**src/dcr_pkg.sv**
```systemverilog
// Package of constants and types for the driver conductance and timer mode registers
`default_nettype none

package dcr_pkg;

  // ----------------------------------------------------------------
  // Register offsets
  // ----------------------------------------------------------------
  localparam logic [7:0] DCR_OFS_N_COND  = 8'h27;
  localparam logic [7:0] DCR_OFS_P_IDLE  = 8'h28;
  localparam logic [7:0] DCR_OFS_P_MOD   = 8'h29;
  localparam logic [7:0] DCR_OFS_TMODE   = 8'h2A;
  localparam logic [7:0] DCR_OFS_CTRL    = 8'h3D;
  localparam logic [7:0] DCR_OFS_STATUS  = 8'h3E;
  localparam logic [7:0] DCR_OFS_MASK    = 8'h3F;

  // ----------------------------------------------------------------
  // Reset values
  // ----------------------------------------------------------------
  localparam logic [7:0] DCR_RST_N_COND  = 8'h88;
  localparam logic [5:0] DCR_RST_P_IDLE  = 6'h20;
  localparam logic [5:0] DCR_RST_P_MOD   = 6'h20;
  localparam logic [7:0] DCR_RST_TMODE   = 8'h00;
  localparam logic [3:0] DCR_RST_CTRL    = 4'h0;
  localparam logic [7:0] DCR_ZERO8       = 8'h00;
  localparam logic [15:0] DCR_ZERO16     = 16'h0000;

  // ----------------------------------------------------------------
  // Field layout
  // ----------------------------------------------------------------
  localparam int DCR_N_W          = 4;
  localparam int DCR_P_W          = 6;
  localparam int DCR_N_IDLE_LSB   = 4;
  localparam int DCR_TM_AUTO_BIT  = 7;
  localparam int DCR_TM_GATE_LSB  = 5;
  localparam int DCR_TM_RLD_BIT   = 4;
  localparam int DCR_PRE_HI_W     = 4;
  localparam int DCR_PRE_LO_W     = 8;
  localparam int DCR_PRE_W        = 12;
  localparam int DCR_RELOAD_W     = 16;
  // Control register bits
  localparam int DCR_CTRL_DRV_A   = 0;
  localparam int DCR_CTRL_DRV_B   = 1;
  localparam int DCR_CTRL_FULLASK = 2;
  localparam int DCR_CTRL_PDOWN   = 3;
  localparam int DCR_CTRL_START   = 4;
  localparam int DCR_CTRL_STOP    = 5;
  // Status and mask bits
  localparam int DCR_STAT_EVT     = 0;
  localparam int DCR_STAT_RUN     = 1;

  // ----------------------------------------------------------------
  // Types
  // ----------------------------------------------------------------
  typedef enum logic [1:0] {
    DCR_GATE_NONE   = 2'b00,
    DCR_GATE_SERIAL = 2'b01,
    DCR_GATE_AUX    = 2'b10,
    DCR_GATE_UNDEF  = 2'b11
  } dcr_gate_t;

  typedef enum logic [0:0] {
    DCR_TMR_IDLE = 1'b0,
    DCR_TMR_RUN  = 1'b1
  } dcr_tmr_state_t;

  typedef struct packed {
    logic [7:0] addr;
    logic [7:0] wdata;
    logic       wr;
    logic       rd;
  } dcr_bus_req_t;

  typedef struct packed {
    logic mod_active;
    logic tx_end;
  } dcr_tx_stat_t;

  typedef struct packed {
    logic [DCR_N_W-1:0] n_code;
    logic [DCR_P_W-1:0] p_code;
  } dcr_drive_t;

  typedef struct packed {
    logic [7:0]              n_cond;
    logic [DCR_P_W-1:0]      p_idle;
    logic [DCR_P_W-1:0]      p_mod;
    logic [7:0]              tmode;
    logic [3:0]              ctrl;
    logic                    evt_flag;
    logic                    mask_evt;
    dcr_tmr_state_t          tmr_state;
    logic [DCR_RELOAD_W-1:0] tmr_cnt;
    logic [7:0]              rdata;
    dcr_drive_t              drive;
  } dcr_state_t;

endpackage

`default_nettype wire

```
**src/dcr_cond_sel.sv**
```systemverilog
// Conductance code selector for one output driver
`default_nettype none

module dcr_cond_sel
  import dcr_pkg::*;
#(
  parameter int W = 4
) (
  input  wire logic [W-1:0] idle_code,
  input  wire logic [W-1:0] mod_code,
  input  wire logic         mod_active,
  input  wire logic         mod_ignore,
  input  wire logic         drv_on,
  input  wire logic         pdown,
  output logic      [W-1:0] code
);

  // ----------------------------------------------------------------
  // Selection
  // ----------------------------------------------------------------
  localparam logic [W-1:0] ZERO = '0;
  localparam logic [W-1:0] MSB  = {1'b1, {(W-1){1'b0}}};

  logic [W-1:0] picked;

  // Idle or modulation code, gated by driver enable; code stays binary weighted
  always_comb begin
    if (!drv_on) begin
      picked = ZERO;
    end else if (mod_active) begin
      picked = mod_ignore ? ZERO : mod_code;
    end else begin
      picked = idle_code;
    end
    code = pdown ? (picked | MSB) : picked;
  end

endmodule

`default_nettype wire

```
**src/dcr_prescaler.sv**
```systemverilog
// Timer prescaler that divides carrier ticks by prescale plus one
`default_nettype none

module dcr_prescaler
  import dcr_pkg::*;
#(
  parameter int W = DCR_PRE_W
) (
  input  wire logic         clk,
  input  wire logic         rst,
  input  wire logic         restart,
  input  wire logic         carrier_tick,
  input  wire logic [W-1:0] prescale,
  output logic              tick
);

  // ----------------------------------------------------------------
  // State
  // ----------------------------------------------------------------
  typedef struct packed {
    logic [W-1:0] cnt;
  } dcr_pre_state_t;

  localparam logic [W-1:0] ONE = {{(W-1){1'b0}}, 1'b1};

  dcr_pre_state_t st_reg;
  dcr_pre_state_t st_next;

  // One tick every prescale+1 carrier periods
  assign tick = carrier_tick && (st_reg.cnt == prescale) && !restart;

  // Next count
  always_comb begin
    st_next = st_reg;
    if (restart) begin
      st_next.cnt = '0;
    end else if (carrier_tick) begin
      st_next.cnt = (st_reg.cnt == prescale) ? '0 : st_reg.cnt + ONE;
    end
  end

  // Count register
  always_ff @(posedge clk or posedge rst) begin
    if (rst) begin
      st_reg <= '0;
    end else begin
      st_reg <= st_next;
    end
  end

endmodule

`default_nettype wire

```
**src/dcr_regs.sv**
```systemverilog
// Driver conductance and timer mode register bank with timer core
//
// The implementer's own choice: strobed register access.
`default_nettype none

module dcr_regs
  import dcr_pkg::*;
(
  input  wire logic                      clk,
  input  wire logic                      rst,
  input  wire dcr_bus_req_t              bus_req,
  output logic      [7:0]                rdata,
  input  wire dcr_tx_stat_t              tx_stat,
  input  wire logic                      carrier_tick,
  input  wire logic [DCR_PRE_LO_W-1:0]   prescaler_lower,
  input  wire logic [DCR_RELOAD_W-1:0]   reload_value,
  input  wire logic                      card_serial_in,
  input  wire logic                      aux_pin_one,
  output dcr_drive_t                     drive,
  output logic                           antenna_out_a_en,
  output logic                           antenna_out_b_en,
  output logic                           timer_event_flag,
  output logic                           timer_running,
  output logic                           irq
);

  // ----------------------------------------------------------------
  // State and decode
  // ----------------------------------------------------------------
  localparam logic [DCR_RELOAD_W-1:0] CNT_ONE = 16'h0001;

  dcr_state_t st_reg;
  dcr_state_t st_next;

  logic                     wr_n;
  logic                     wr_pi;
  logic                     wr_pm;
  logic                     wr_tm;
  logic                     wr_ctrl;
  logic                     wr_mask;
  logic                     rd_stat;
  logic                     start_wr;
  logic                     stop_wr;
  logic                     auto_start;
  logic                     tmr_start;
  logic                     gate_open;
  logic                     tick;
  logic                     drv_on;
  logic                     evt_set;
  logic [DCR_PRE_W-1:0]     prescale;
  logic [DCR_N_W-1:0]       n_code;
  logic [DCR_P_W-1:0]       p_code;
  dcr_gate_t                gate_sel;

  // Write strobes per register
  assign wr_n    = bus_req.wr && (bus_req.addr == DCR_OFS_N_COND);
  assign wr_pi   = bus_req.wr && (bus_req.addr == DCR_OFS_P_IDLE);
  assign wr_pm   = bus_req.wr && (bus_req.addr == DCR_OFS_P_MOD);
  assign wr_tm   = bus_req.wr && (bus_req.addr == DCR_OFS_TMODE);
  assign wr_ctrl = bus_req.wr && (bus_req.addr == DCR_OFS_CTRL);
  assign wr_mask = bus_req.wr && (bus_req.addr == DCR_OFS_MASK);
  assign rd_stat = bus_req.rd && (bus_req.addr == DCR_OFS_STATUS);

  // Self-clearing timer commands
  assign start_wr = wr_ctrl && bus_req.wdata[DCR_CTRL_START];
  assign stop_wr  = wr_ctrl && bus_req.wdata[DCR_CTRL_STOP];

  // ----------------------------------------------------------------
  // Timer control terms
  // ----------------------------------------------------------------
  // Protocol start only while auto mode is set
  assign auto_start = tx_stat.tx_end && st_reg.tmode[DCR_TM_AUTO_BIT];
  assign tmr_start  = auto_start || start_wr;

  // Prescale upper bits from mode bits 3:0, lower bits from the lower register
  assign prescale = {st_reg.tmode[DCR_PRE_HI_W-1:0], prescaler_lower};

  // Gate source decode; the undefined code runs ungated
  assign gate_sel = dcr_gate_t'(st_reg.tmode[DCR_TM_GATE_LSB +: 2]);
  always_comb begin
    case (gate_sel)
      DCR_GATE_NONE:   gate_open = 1'b1;
      DCR_GATE_SERIAL: gate_open = card_serial_in;
      DCR_GATE_AUX:    gate_open = aux_pin_one;
      default:         gate_open = 1'b1;
    endcase
  end

  // Carrier divider
  dcr_prescaler #(
    .W (DCR_PRE_W)
  ) u_pre (
    .clk          (clk),
    .rst          (rst),
    .restart      (tmr_start),
    .carrier_tick (carrier_tick),
    .prescale     (prescale),
    .tick         (tick)
  );

  // ----------------------------------------------------------------
  // Driver code selection
  // ----------------------------------------------------------------
  assign drv_on = st_reg.ctrl[DCR_CTRL_DRV_A] || st_reg.ctrl[DCR_CTRL_DRV_B];

  // N driver: idle and modulation codes from one register
  dcr_cond_sel #(
    .W (DCR_N_W)
  ) u_nsel (
    .idle_code  (st_reg.n_cond[DCR_N_IDLE_LSB +: DCR_N_W]),
    .mod_code   (st_reg.n_cond[DCR_N_W-1:0]),
    .mod_active (tx_stat.mod_active),
    .mod_ignore (1'b0),
    .drv_on     (drv_on),
    .pdown      (st_reg.ctrl[DCR_CTRL_PDOWN]),
    .code       (n_code)
  );

  // P driver: modulation code dropped under full ASK
  dcr_cond_sel #(
    .W (DCR_P_W)
  ) u_psel (
    .idle_code  (st_reg.p_idle),
    .mod_code   (st_reg.p_mod),
    .mod_active (tx_stat.mod_active),
    .mod_ignore (st_reg.ctrl[DCR_CTRL_FULLASK]),
    .drv_on     (drv_on),
    .pdown      (st_reg.ctrl[DCR_CTRL_PDOWN]),
    .code       (p_code)
  );

  // ----------------------------------------------------------------
  // Next state
  // ----------------------------------------------------------------
  always_comb begin
    st_next = st_reg;
    evt_set = 1'b0;
    // Register writes; reserved bits are not stored
    if (wr_n) begin
      st_next.n_cond = bus_req.wdata;
    end
    if (wr_pi) begin
      st_next.p_idle = bus_req.wdata[DCR_P_W-1:0];
    end
    if (wr_pm) begin
      st_next.p_mod = bus_req.wdata[DCR_P_W-1:0];
    end
    if (wr_tm) begin
      st_next.tmode = bus_req.wdata;
    end
    if (wr_ctrl) begin
      st_next.ctrl = bus_req.wdata[3:0];
    end
    if (wr_mask) begin
      st_next.mask_evt = bus_req.wdata[DCR_STAT_EVT];
    end
    // Timer state machine
    case (st_reg.tmr_state)
      DCR_TMR_IDLE: begin
        if (tmr_start) begin
          st_next.tmr_state = DCR_TMR_RUN;
          st_next.tmr_cnt   = reload_value;
        end
      end
      DCR_TMR_RUN: begin
        if (stop_wr) begin
          st_next.tmr_state = DCR_TMR_IDLE;
        end else if (tmr_start) begin
          st_next.tmr_cnt = reload_value;
        end else if (tick && gate_open) begin
          if (st_reg.tmr_cnt == DCR_ZERO16) begin
            evt_set = 1'b1;
            if (st_reg.tmode[DCR_TM_RLD_BIT]) begin
              st_next.tmr_cnt = reload_value;
            end else begin
              st_next.tmr_state = DCR_TMR_IDLE;
            end
          end else begin
            st_next.tmr_cnt = st_reg.tmr_cnt - CNT_ONE;
          end
        end
      end
      default: begin
        st_next.tmr_state = DCR_TMR_IDLE;
      end
    endcase
    // Sticky event; a read clears it but a new event wins
    if (rd_stat) begin
      st_next.evt_flag = 1'b0;
    end
    if (evt_set) begin
      st_next.evt_flag = 1'b1;
    end
    // Read data one cycle after the strobe
    st_next.rdata = DCR_ZERO8;
    if (bus_req.rd) begin
      case (bus_req.addr)
        DCR_OFS_N_COND: st_next.rdata = st_reg.n_cond;
        DCR_OFS_P_IDLE: st_next.rdata = {2'b00, st_reg.p_idle};
        DCR_OFS_P_MOD:  st_next.rdata = {2'b00, st_reg.p_mod};
        DCR_OFS_TMODE:  st_next.rdata = st_reg.tmode;
        DCR_OFS_CTRL:   st_next.rdata = {4'h0, st_reg.ctrl};
        DCR_OFS_STATUS: st_next.rdata = {6'h00, st_reg.tmr_state == DCR_TMR_RUN,
                                         st_reg.evt_flag};
        DCR_OFS_MASK:   st_next.rdata = {7'h00, st_reg.mask_evt};
        default:        st_next.rdata = DCR_ZERO8;
      endcase
    end
    // Driver codes refreshed on every clock
    st_next.drive.n_code = n_code;
    st_next.drive.p_code = p_code;
  end

  // ----------------------------------------------------------------
  // State register
  // ----------------------------------------------------------------
  always_ff @(posedge clk or posedge rst) begin
    if (rst) begin
      st_reg.n_cond    <= DCR_RST_N_COND;
      st_reg.p_idle    <= DCR_RST_P_IDLE;
      st_reg.p_mod     <= DCR_RST_P_MOD;
      st_reg.tmode     <= DCR_RST_TMODE;
      st_reg.ctrl      <= DCR_RST_CTRL;
      st_reg.evt_flag  <= 1'b0;
      st_reg.mask_evt  <= 1'b0;
      st_reg.tmr_state <= DCR_TMR_IDLE;
      st_reg.tmr_cnt   <= DCR_ZERO16;
      st_reg.rdata     <= DCR_ZERO8;
      st_reg.drive     <= '0;
    end else begin
      st_reg <= st_next;
    end
  end

  // ----------------------------------------------------------------
  // Outputs
  // ----------------------------------------------------------------
  assign rdata            = st_reg.rdata;
  assign drive            = st_reg.drive;
  assign antenna_out_a_en = st_reg.ctrl[DCR_CTRL_DRV_A];
  assign antenna_out_b_en = st_reg.ctrl[DCR_CTRL_DRV_B];
  assign timer_event_flag = st_reg.evt_flag;
  assign timer_running    = (st_reg.tmr_state == DCR_TMR_RUN);
  assign irq              = st_reg.evt_flag && st_reg.mask_evt;

  // ----------------------------------------------------------------
  // Assertions
  // ----------------------------------------------------------------
  a_n_write_read: assert property (@(posedge clk) disable iff (rst)
    wr_n ##1 (bus_req.rd && bus_req.addr == DCR_OFS_N_COND && !bus_req.wr)
      |=> rdata == $past(bus_req.wdata, 2))
    else $error("n conductance readback wrong");

  a_p_rsv_zero: assert property (@(posedge clk) disable iff (rst)
    bus_req.rd && (bus_req.addr == DCR_OFS_P_IDLE || bus_req.addr == DCR_OFS_P_MOD)
      |=> rdata[7:6] == 2'b00)
    else $error("reserved p bits not zero");

  a_pdown_msb: assert property (@(posedge clk) disable iff (rst)
    st_reg.ctrl[DCR_CTRL_PDOWN] |=> drive.n_code[DCR_N_W-1] && drive.p_code[DCR_P_W-1])
    else $error("power-down msb not forced");

  a_drv_off_zero: assert property (@(posedge clk) disable iff (rst)
    !drv_on && !st_reg.ctrl[DCR_CTRL_PDOWN] |=> drive == '0)
    else $error("codes applied with drivers off");

  a_idle_select: assert property (@(posedge clk) disable iff (rst)
    drv_on && !tx_stat.mod_active && !st_reg.ctrl[DCR_CTRL_PDOWN]
      |=> drive.n_code == $past(st_reg.n_cond[DCR_N_IDLE_LSB +: DCR_N_W])
       && drive.p_code == $past(st_reg.p_idle))
    else $error("idle codes not selected");

  a_mod_select: assert property (@(posedge clk) disable iff (rst)
    drv_on && tx_stat.mod_active && !st_reg.ctrl[DCR_CTRL_PDOWN]
      |=> drive.n_code == $past(st_reg.n_cond[DCR_N_W-1:0])
       && drive.p_code == ($past(st_reg.ctrl[DCR_CTRL_FULLASK]) ? '0 : $past(st_reg.p_mod)))
    else $error("modulation codes not selected");

  a_auto_start: assert property (@(posedge clk) disable iff (rst)
    tx_stat.tx_end && st_reg.tmode[DCR_TM_AUTO_BIT] && !stop_wr |=> timer_running)
    else $error("auto start missed");

  a_no_auto: assert property (@(posedge clk) disable iff (rst)
    tx_stat.tx_end && !st_reg.tmode[DCR_TM_AUTO_BIT] && !start_wr && !timer_running
      |=> !timer_running)
    else $error("timer started without auto");

  a_zero_stop: assert property (@(posedge clk) disable iff (rst)
    timer_running && tick && gate_open && !tmr_start && !stop_wr
      && st_reg.tmr_cnt == DCR_ZERO16 && !st_reg.tmode[DCR_TM_RLD_BIT]
      |=> !timer_running && timer_event_flag)
    else $error("zero without reload misbehaved");

  a_zero_reload: assert property (@(posedge clk) disable iff (rst)
    timer_running && tick && gate_open && !tmr_start && !stop_wr
      && st_reg.tmr_cnt == DCR_ZERO16 && st_reg.tmode[DCR_TM_RLD_BIT]
      |=> timer_running && st_reg.tmr_cnt == $past(reload_value))
    else $error("reload at zero missed");

  a_gate_hold: assert property (@(posedge clk) disable iff (rst)
    timer_running && gate_sel == DCR_GATE_SERIAL && !card_serial_in && !tmr_start && !stop_wr
      |=> $stable(st_reg.tmr_cnt))
    else $error("gated timer counted");

  a_set_wins: assert property (@(posedge clk) disable iff (rst)
    evt_set |=> timer_event_flag)
    else $error("timer event lost");

endmodule

`default_nettype wire

```
**config.mk**
```make
export PLATFORM = sky130hd
export DESIGN_NAME = dcr_regs
export DESIGN_NICKNAME = d
export VERILOG_FILES = /design/src/dcr_pkg.sv /design/src/dcr_cond_sel.sv /design/src/dcr_prescaler.sv /design/src/dcr_regs.sv
export SDC_FILE = /design/constraint.sdc
export NUM_CORES = 1
export LEC_CHECK = 0
export BUFFER_PORTS_ARGS = -buffer_cell sky130_fd_sc_hd__clkbuf_2
export CORE_UTILIZATION = 60
export DETAILED_ROUTE_END_ITERATION = 12
export GPL_TIMING_DRIVEN = 1
export MAX_ROUTING_LAYER = met4
export PLACE_DENSITY = 0.84
export SETUP_SLACK_MARGIN = 0.05
export SLEW_MARGIN = 15
export SYNTH_ARGS = -nofsm -noshare
export SYNTH_HDL_FRONTEND = slang
export SYNTH_HIERARCHICAL = 1
export SYNTH_SLANG_ARGS = --single-unit
```
**constraint.sdc**
```tcl
create_clock -name clk -period 5.4 [get_ports clk]
set_clock_uncertainty 0.15 [all_clocks]
set_input_delay 0.81 -clock clk [delete_from_list [all_inputs] [get_ports clk]]
set_output_delay 0.81 -clock clk [all_outputs]
set_load 0.01 [all_outputs]
```
# After elaboration in Yosys (flattened, before gate mapping)
# Index checks and enable logic that the tools add are counted.
# W data, S select, Z words.
dict set report classes {
  add_sub_neg 2
  n_eq_ne 14
  n_mux 31
  bitwise 1
  reduce_logical 21
}
# op count
set ops {}
lappend ops {{$mux W16} 4}
lappend ops {{$eq A8 B6 Y1 const B} 7}
lappend ops {{$pmux W8 S7} 1}
lappend ops {{$mux W12} 3}
lappend ops {{$mux W17} 2}
lappend ops {{$pmux W17 S2} 1}
lappend ops {{$mux W6} 4}
lappend ops {{$logic_not A16 Y1} 1}
lappend ops {{$sub A16 B1 Y16 const B} 1}
lappend ops {{$logic_and A1 B1 Y1} 14}
lappend ops {{$add A12 B1 Y12 const B} 1}
lappend ops {{$eq A12 B12 Y1} 1}
lappend ops {{$mux W4} 3}
lappend ops {{$mux W1} 11}
lappend ops {{$mux W8} 1}
lappend ops {{$ne A4 B3 Y1 const B} 1}
lappend ops {{$reduce_and A4 Y1} 1}
lappend ops {{$reduce_bool A2 Y1} 2}
lappend ops {{$ne A3 B1 Y1 const B} 1}
lappend ops {{$eq A2 B1 Y1 const B} 1}
lappend ops {{$eq A2 B2 Y1 const B} 1}
lappend ops {{$logic_or A1 B1 Y1} 2}
lappend ops {{$ne A2 B1 Y1 const B} 1}
lappend ops {{$ne A2 B2 Y1 const B} 1}
lappend ops {{3 further kinds} 3}
dict set report totals {
  reg_bits 81
  inputBits 49
  output_inout_bits 23
  elab_cells 82
}

# Depth between registers and ports, before layout
dict set report logic_depth {
  word_depth 12
  ltp_mapped 13
  depth_no_buf 9
}

# Hierarchy
# The synthesis kept the hierarchy.
# mod n_inst cells_per_inst area_per_inst_um2 seq_area_each_um2
set by_module_without_submodules {}
lappend by_module_without_submodules {dcr_regs 1 310 3372.0 1731.7}
lappend by_module_without_submodules {dcr_prescaler 1 98 870.8 300.3}
lappend by_module_without_submodules {{dcr_cond_sel (u_psel)} 1 19 137.6 0.0}
lappend by_module_without_submodules {{dcr_cond_sel (u_nsel)} 1 12 87.6 0.0}

# Least setup slack after synthesis
# No wires, ideal clock.
dict set report synth_timing {
  path_kind {input -> register}
  start {in bus_req[17] in the netlist's numbering}
  end {reg st_reg[27] in the netlist's numbering}
  setup_time_ps 133
  arrival_time_ps 3234
  required_ps 5117
  setup_slack_ps 1883
  path_stages 13
  n_path_buf 4
  path_cell_list {or3b_1 -> buf_2 -> o41a_1 -> inv_1 -> buf_2 -> nor3_1 -> and3_1 -> clkbuf_1 -> nand3_1 -> buf_2 -> nor2_1 -> o21ai_0 -> o21ai_0}
}
dict set report synth_between {
  elab_chain_cells 9
  elab_cells_between_ends 16
  classes_between {eq/ne: 5; mux: 3; reduce/logical: 8}
}
# element line_no
set synth_lines {}
lappend synth_lines {{start: declaration} dcr_regs.sv:11} ;# input wire dcr_bus_req_t bus_req,
lappend synth_lines {{$eq A8 B6 Y1} dcr_regs.sv:60} ;# assign wr_ctrl = bus_req.wr && (bus_req.addr == DCR_OFS_CTRL);
lappend synth_lines {{$logic_and A1 B1 Y1} dcr_regs.sv:60}
lappend synth_lines {{$logic_and A1 B1 Y1} dcr_regs.sv:65} ;# assign start_wr = wr_ctrl && bus_req.wdata[DCR_CTRL_START];
lappend synth_lines {{$logic_or A1 B1 Y1} dcr_regs.sv:73} ;# assign tmr_start = auto_start || start_wr;
lappend synth_lines {{net tmr_start} dcr_regs.sv:45} ;# logic tmr_start;
lappend synth_lines {{$logic_not A1 Y1} dcr_prescaler.sv:30} ;# assign tick = carrier_tick && (st_reg.cnt == prescale) && !restart;
lappend synth_lines {{$logic_and A1 B1 Y1} dcr_prescaler.sv:30}
lappend synth_lines {{net tick} dcr_regs.sv:47} ;# logic tick;
lappend synth_lines {{$logic_and A1 B1 Y1} dcr_regs.sv:170} ;# end else if (tick && gate_open) begin
lappend synth_lines {{$ne A3 B1 Y1 (no source line)} --}
lappend synth_lines {{$reduce_and A4 Y1 (no source line)} --}
lappend synth_lines {{end signal: assignment} dcr_regs.sv:231} ;# st_reg <= st_next;
lappend synth_lines {{end: declaration} dcr_regs.sv:32} ;# dcr_state_t st_reg;
# The timed path passes the listed nets, and every way through them passes these cells. The select of a mux whose other input is x is not followed.
# A chain may end at the register's enable or synchronous reset.

# Worst setup path in the final report
dict set report layout_timing {
  start {in bus_req[11] in the netlist's numbering}
  end {reg st_reg[26] in the netlist's numbering}
}
# Same word-level chain as after synthesis.

==> impl_metrics.csv <==
group,metric,value,unit
run_status,status,"finished, violations left",
run_status,violations,"design-rule violations",
logic_synthesis,synth-seq-cells,81,
routing,drt_iter0_drc,263,
timing,finalCritPeriodShare,67.4,%
logic_synthesis,yosysTopAreaCell,"dfrtp_1",
worst_setup_path,slowest_stage,"o21ai_1",
logic_synthesis,ys.warnings.count,6,
timing,fmax,0.275,GHz
timing,finalSetupTns,0,ns
logic_synthesis,synthArstFlopShare,100,%
routing,wl_per_cell,17.3,µm
cells_and_area,diodes,0,
cells_and_area,seq_area,2030,µm²
clock_network,cts_resized,0,
power,p_leak,2.28,nW
cells_and_area,drive_above_1_share,29.6,%
cells_and_area,post-route-util,68.5,%
place,place_hpwl,7.18,mm
clock_network,cts.sinks,81,
logic_synthesis,synth_top_cell_area_share,43.1,%
cells_and_area,final_common_cell,"dfrtp_1",
routing,routed_wirelength,10.2,mm
timing,max_slew_margin,21.6,%
clock_network,worstSkewPairLatency,0.36,ns
logic_synthesis,syn_avg_cell_area,10.2,µm²
worst_hold_path,hp-class,"primary input to async pin",
logic_synthesis,seq_area_frac_synth,45.5,%
timing,hold_violations,0,
routing,vias,3637,
timing,drv_slew,0,
clock_network,post_cts_buffers,0,
logic_synthesis,synth-edff-count,0,
routing,first_pass_iters,9,
routing,vias_per_cell,6.13,
clock_network,cts_buffers,9,
clock_network,cts.clk_slew.worst_paths,0.09,ns
logic_synthesis,synthCells,439,
worst_setup_path,cp-start-kind,"primary input",
clock_network,clock-root-buffer,"clkbuf_8",
timing,setup_violations,0,
cells_and_area,final_cell_mix,"dfrtp_1 (77), clkbuf_2 (71), mux2_2 (34)",
cells_and_area,area_delta_synth_final,10.6,%
grt,antenna_found_initial,0,
place,gp_congestion,0.872,
grt,grt_remaining_overflow,0,
floorplan,start_util,61.9,%
worst_setup_path,worst_path_most_repeated_cell,"inv_1",
logic_synthesis,synth_flop_cell,"dfrtp_1",
place,dp_slack,1.48,ns
clock_network,cts_tree,"yes",
floorplan,chipWidth,88.3,µm
cells_and_area,largest_reg_flops,41,
worst_setup_path,crit_arrival,3.76,ns
cells_and_area,fillerInstances,587,
power,p_per_area,299,nW/µm²
timing,finalWorstSetupSlack,1.76,ns
logic_synthesis,synth_area,4470,µm²
timing,rsz0062_at_grt,"false",
floorplan,dieHeight,88.3,µm
routing,drc,2,
grt,grt_usage,28.8,%
floorplan,num_io_pins,72,
logic_synthesis,synthDistinctLibCells,63,
clock_network,cts_hold_buf,0,
logic_synthesis,synth_area_leaders,"dfrtp_1 (43%), mux2_2 (8.6%), o21ai_0 (3.5%)",
place,port_buffers,71,
power,finalPower,1.48,mW
cells_and_area,multi_input_area,2160,µm²
job,maxCapViolations,0,
floorplan,core-area,7210,µm²
grt,first_global_vias,3420,
timing,period_minus_slack,3.64,ns
floorplan,dieArea,7800,µm²
worst_setup_path,slowest_delay,0.80,ns
worst_setup_path,required,5.52,ns
floorplan,row_count,31,
cells_and_area,nets,543,
power,peakVddDrop,0.193,mV
clock_network,clockBufferDepth,2,
clock_network,cts_max_level,3,
worst_setup_path,cp_cell_sequence,"clkbuf_2 -> nand2b_1 -> o41a_1 -> inv_1 -> nor3_1 -> and3_1 -> inv_1 -> o21ai_1 -> a22oi_1 -> o21ai_0",
worst_setup_path,path_max_fanout,15,
grt,grt_max_degree,70,
routing,postRouteAntennaNets,0,
worst_setup_path,cp-end-kind,"flop",
grt,grt_pass1_wl,16.3,mm
timing,tightest_slew,1.17,ns
worst_setup_path,worst-setup-path-type,"primary input to flop",
worst_setup_path,reg2reg_slack,1.92,ns
-- routing by layer --
| metal | vias up | track usage [%] | share of wire (%) |
|---|---|---|---|
| li1 | 1687 | - | - |
| met1 | 1787 | 37.9 | 42 |
| met2 | 146 | 44.0 | 49 |
| met3 | 17 | 4.76 | 6.2 |
| met4 | 0 | 13.2 | 2.1 |
| met5 | - | - | 0 |
-- critical path, delay by kind of cell --
| kind | cells | cell delay [ns] |
|---|---|---|
| buffers and inverters | 3 | 0.55 |
| AND/OR/NAND/NOR | 3 | 0.85 |
| AO/OA/AOI/OAI | 4 | 1.54 |
-- synthesized netlist by cell type, drive strengths merged, types with 3 or more instances --
library cell and n:
buf 29, a21boi 9, a31oi 8, or2 3, nor2 30, dfrtp 77, and3 3, a21oi 26
a22oi 11, a32oi 8, inv 13, nand3b 9, nor2b 4, a222oi 4, xor2 14, ha 5
dfstp 4, mux2 34, nand2 22, clkbuf 8, nand4 3, and4b 3, nor4 11, nand3 12
nor3b 3, o21ai 38, or4b 3, nor3 13, nand2b 12
-- path summary, 6_finish.rpt --
kind	start	endpoint	cells after the start
worst max-delay path	bus_req[11]	st_reg[26]	10
worst min-delay path	rst	u_pre/st_reg[8]	2
worst max register to register	u_pre/st_reg[2]	st_reg[26]	9
worst min register to register	st_reg[30]	st_reg[30]	2
max in group asynchronous	rst	st_reg[26]	3
min in group clk	st_reg[30]	st_reg[30]	2
-- area by class of cell --
class,instances,area share [%]
Inverter,13,0.988
Multi-Input combinational cell,311,43.8
Timing Repair Buffer,73,7.50
Clock buffer,11,2.86
Tap cell,99,2.51
Sequential cell,81,41.1
Clock inverter,5,1.24
-- metrics by stage --
stage          instances  instance area (µm²)  hold slack [ns]
2_1_floorplan        442                 4480            0.335
3_3_place_gp         577                 4730            0.360
3_5_place_dp         577                 4730            0.376
4_1_cts              593                 4930            0.320
5_1_grt              593                 4940            0.352
6_report             593                 4940            0.316
-- power breakdown --
group / switching [mW] / internal, mW / leakage (nW)
combinational: 0.165 / 0.118 / 1.10
sequential: 0.0757 / 0.656 / 1.07
clock: 0.231 / 0.230 / 0.104
total: 0.471 / 1.00 / 2.28
-- cells by family (layout without fill, tap and decap cells) --
logic type | after synthesis | in the layout | share of synthesized area (%)
flip-flops | 81 | 81 | 45.5
AO/OA/AOI/OAI | 115 | 115 | 16.4
buffers and inverters | 50 | 102 | 6.52
adder cells (fa/ha/maj) | 5 | 5 | 1.40
AND/OR/NAND/NOR | 137 | 137 | 18.4
multiplexers | 34 | 34 | 8.57
other | 1 | 4 | 0.0839
XOR/XNOR | 16 | 16 | 3.14
Power figures use the tool's default switching activity.
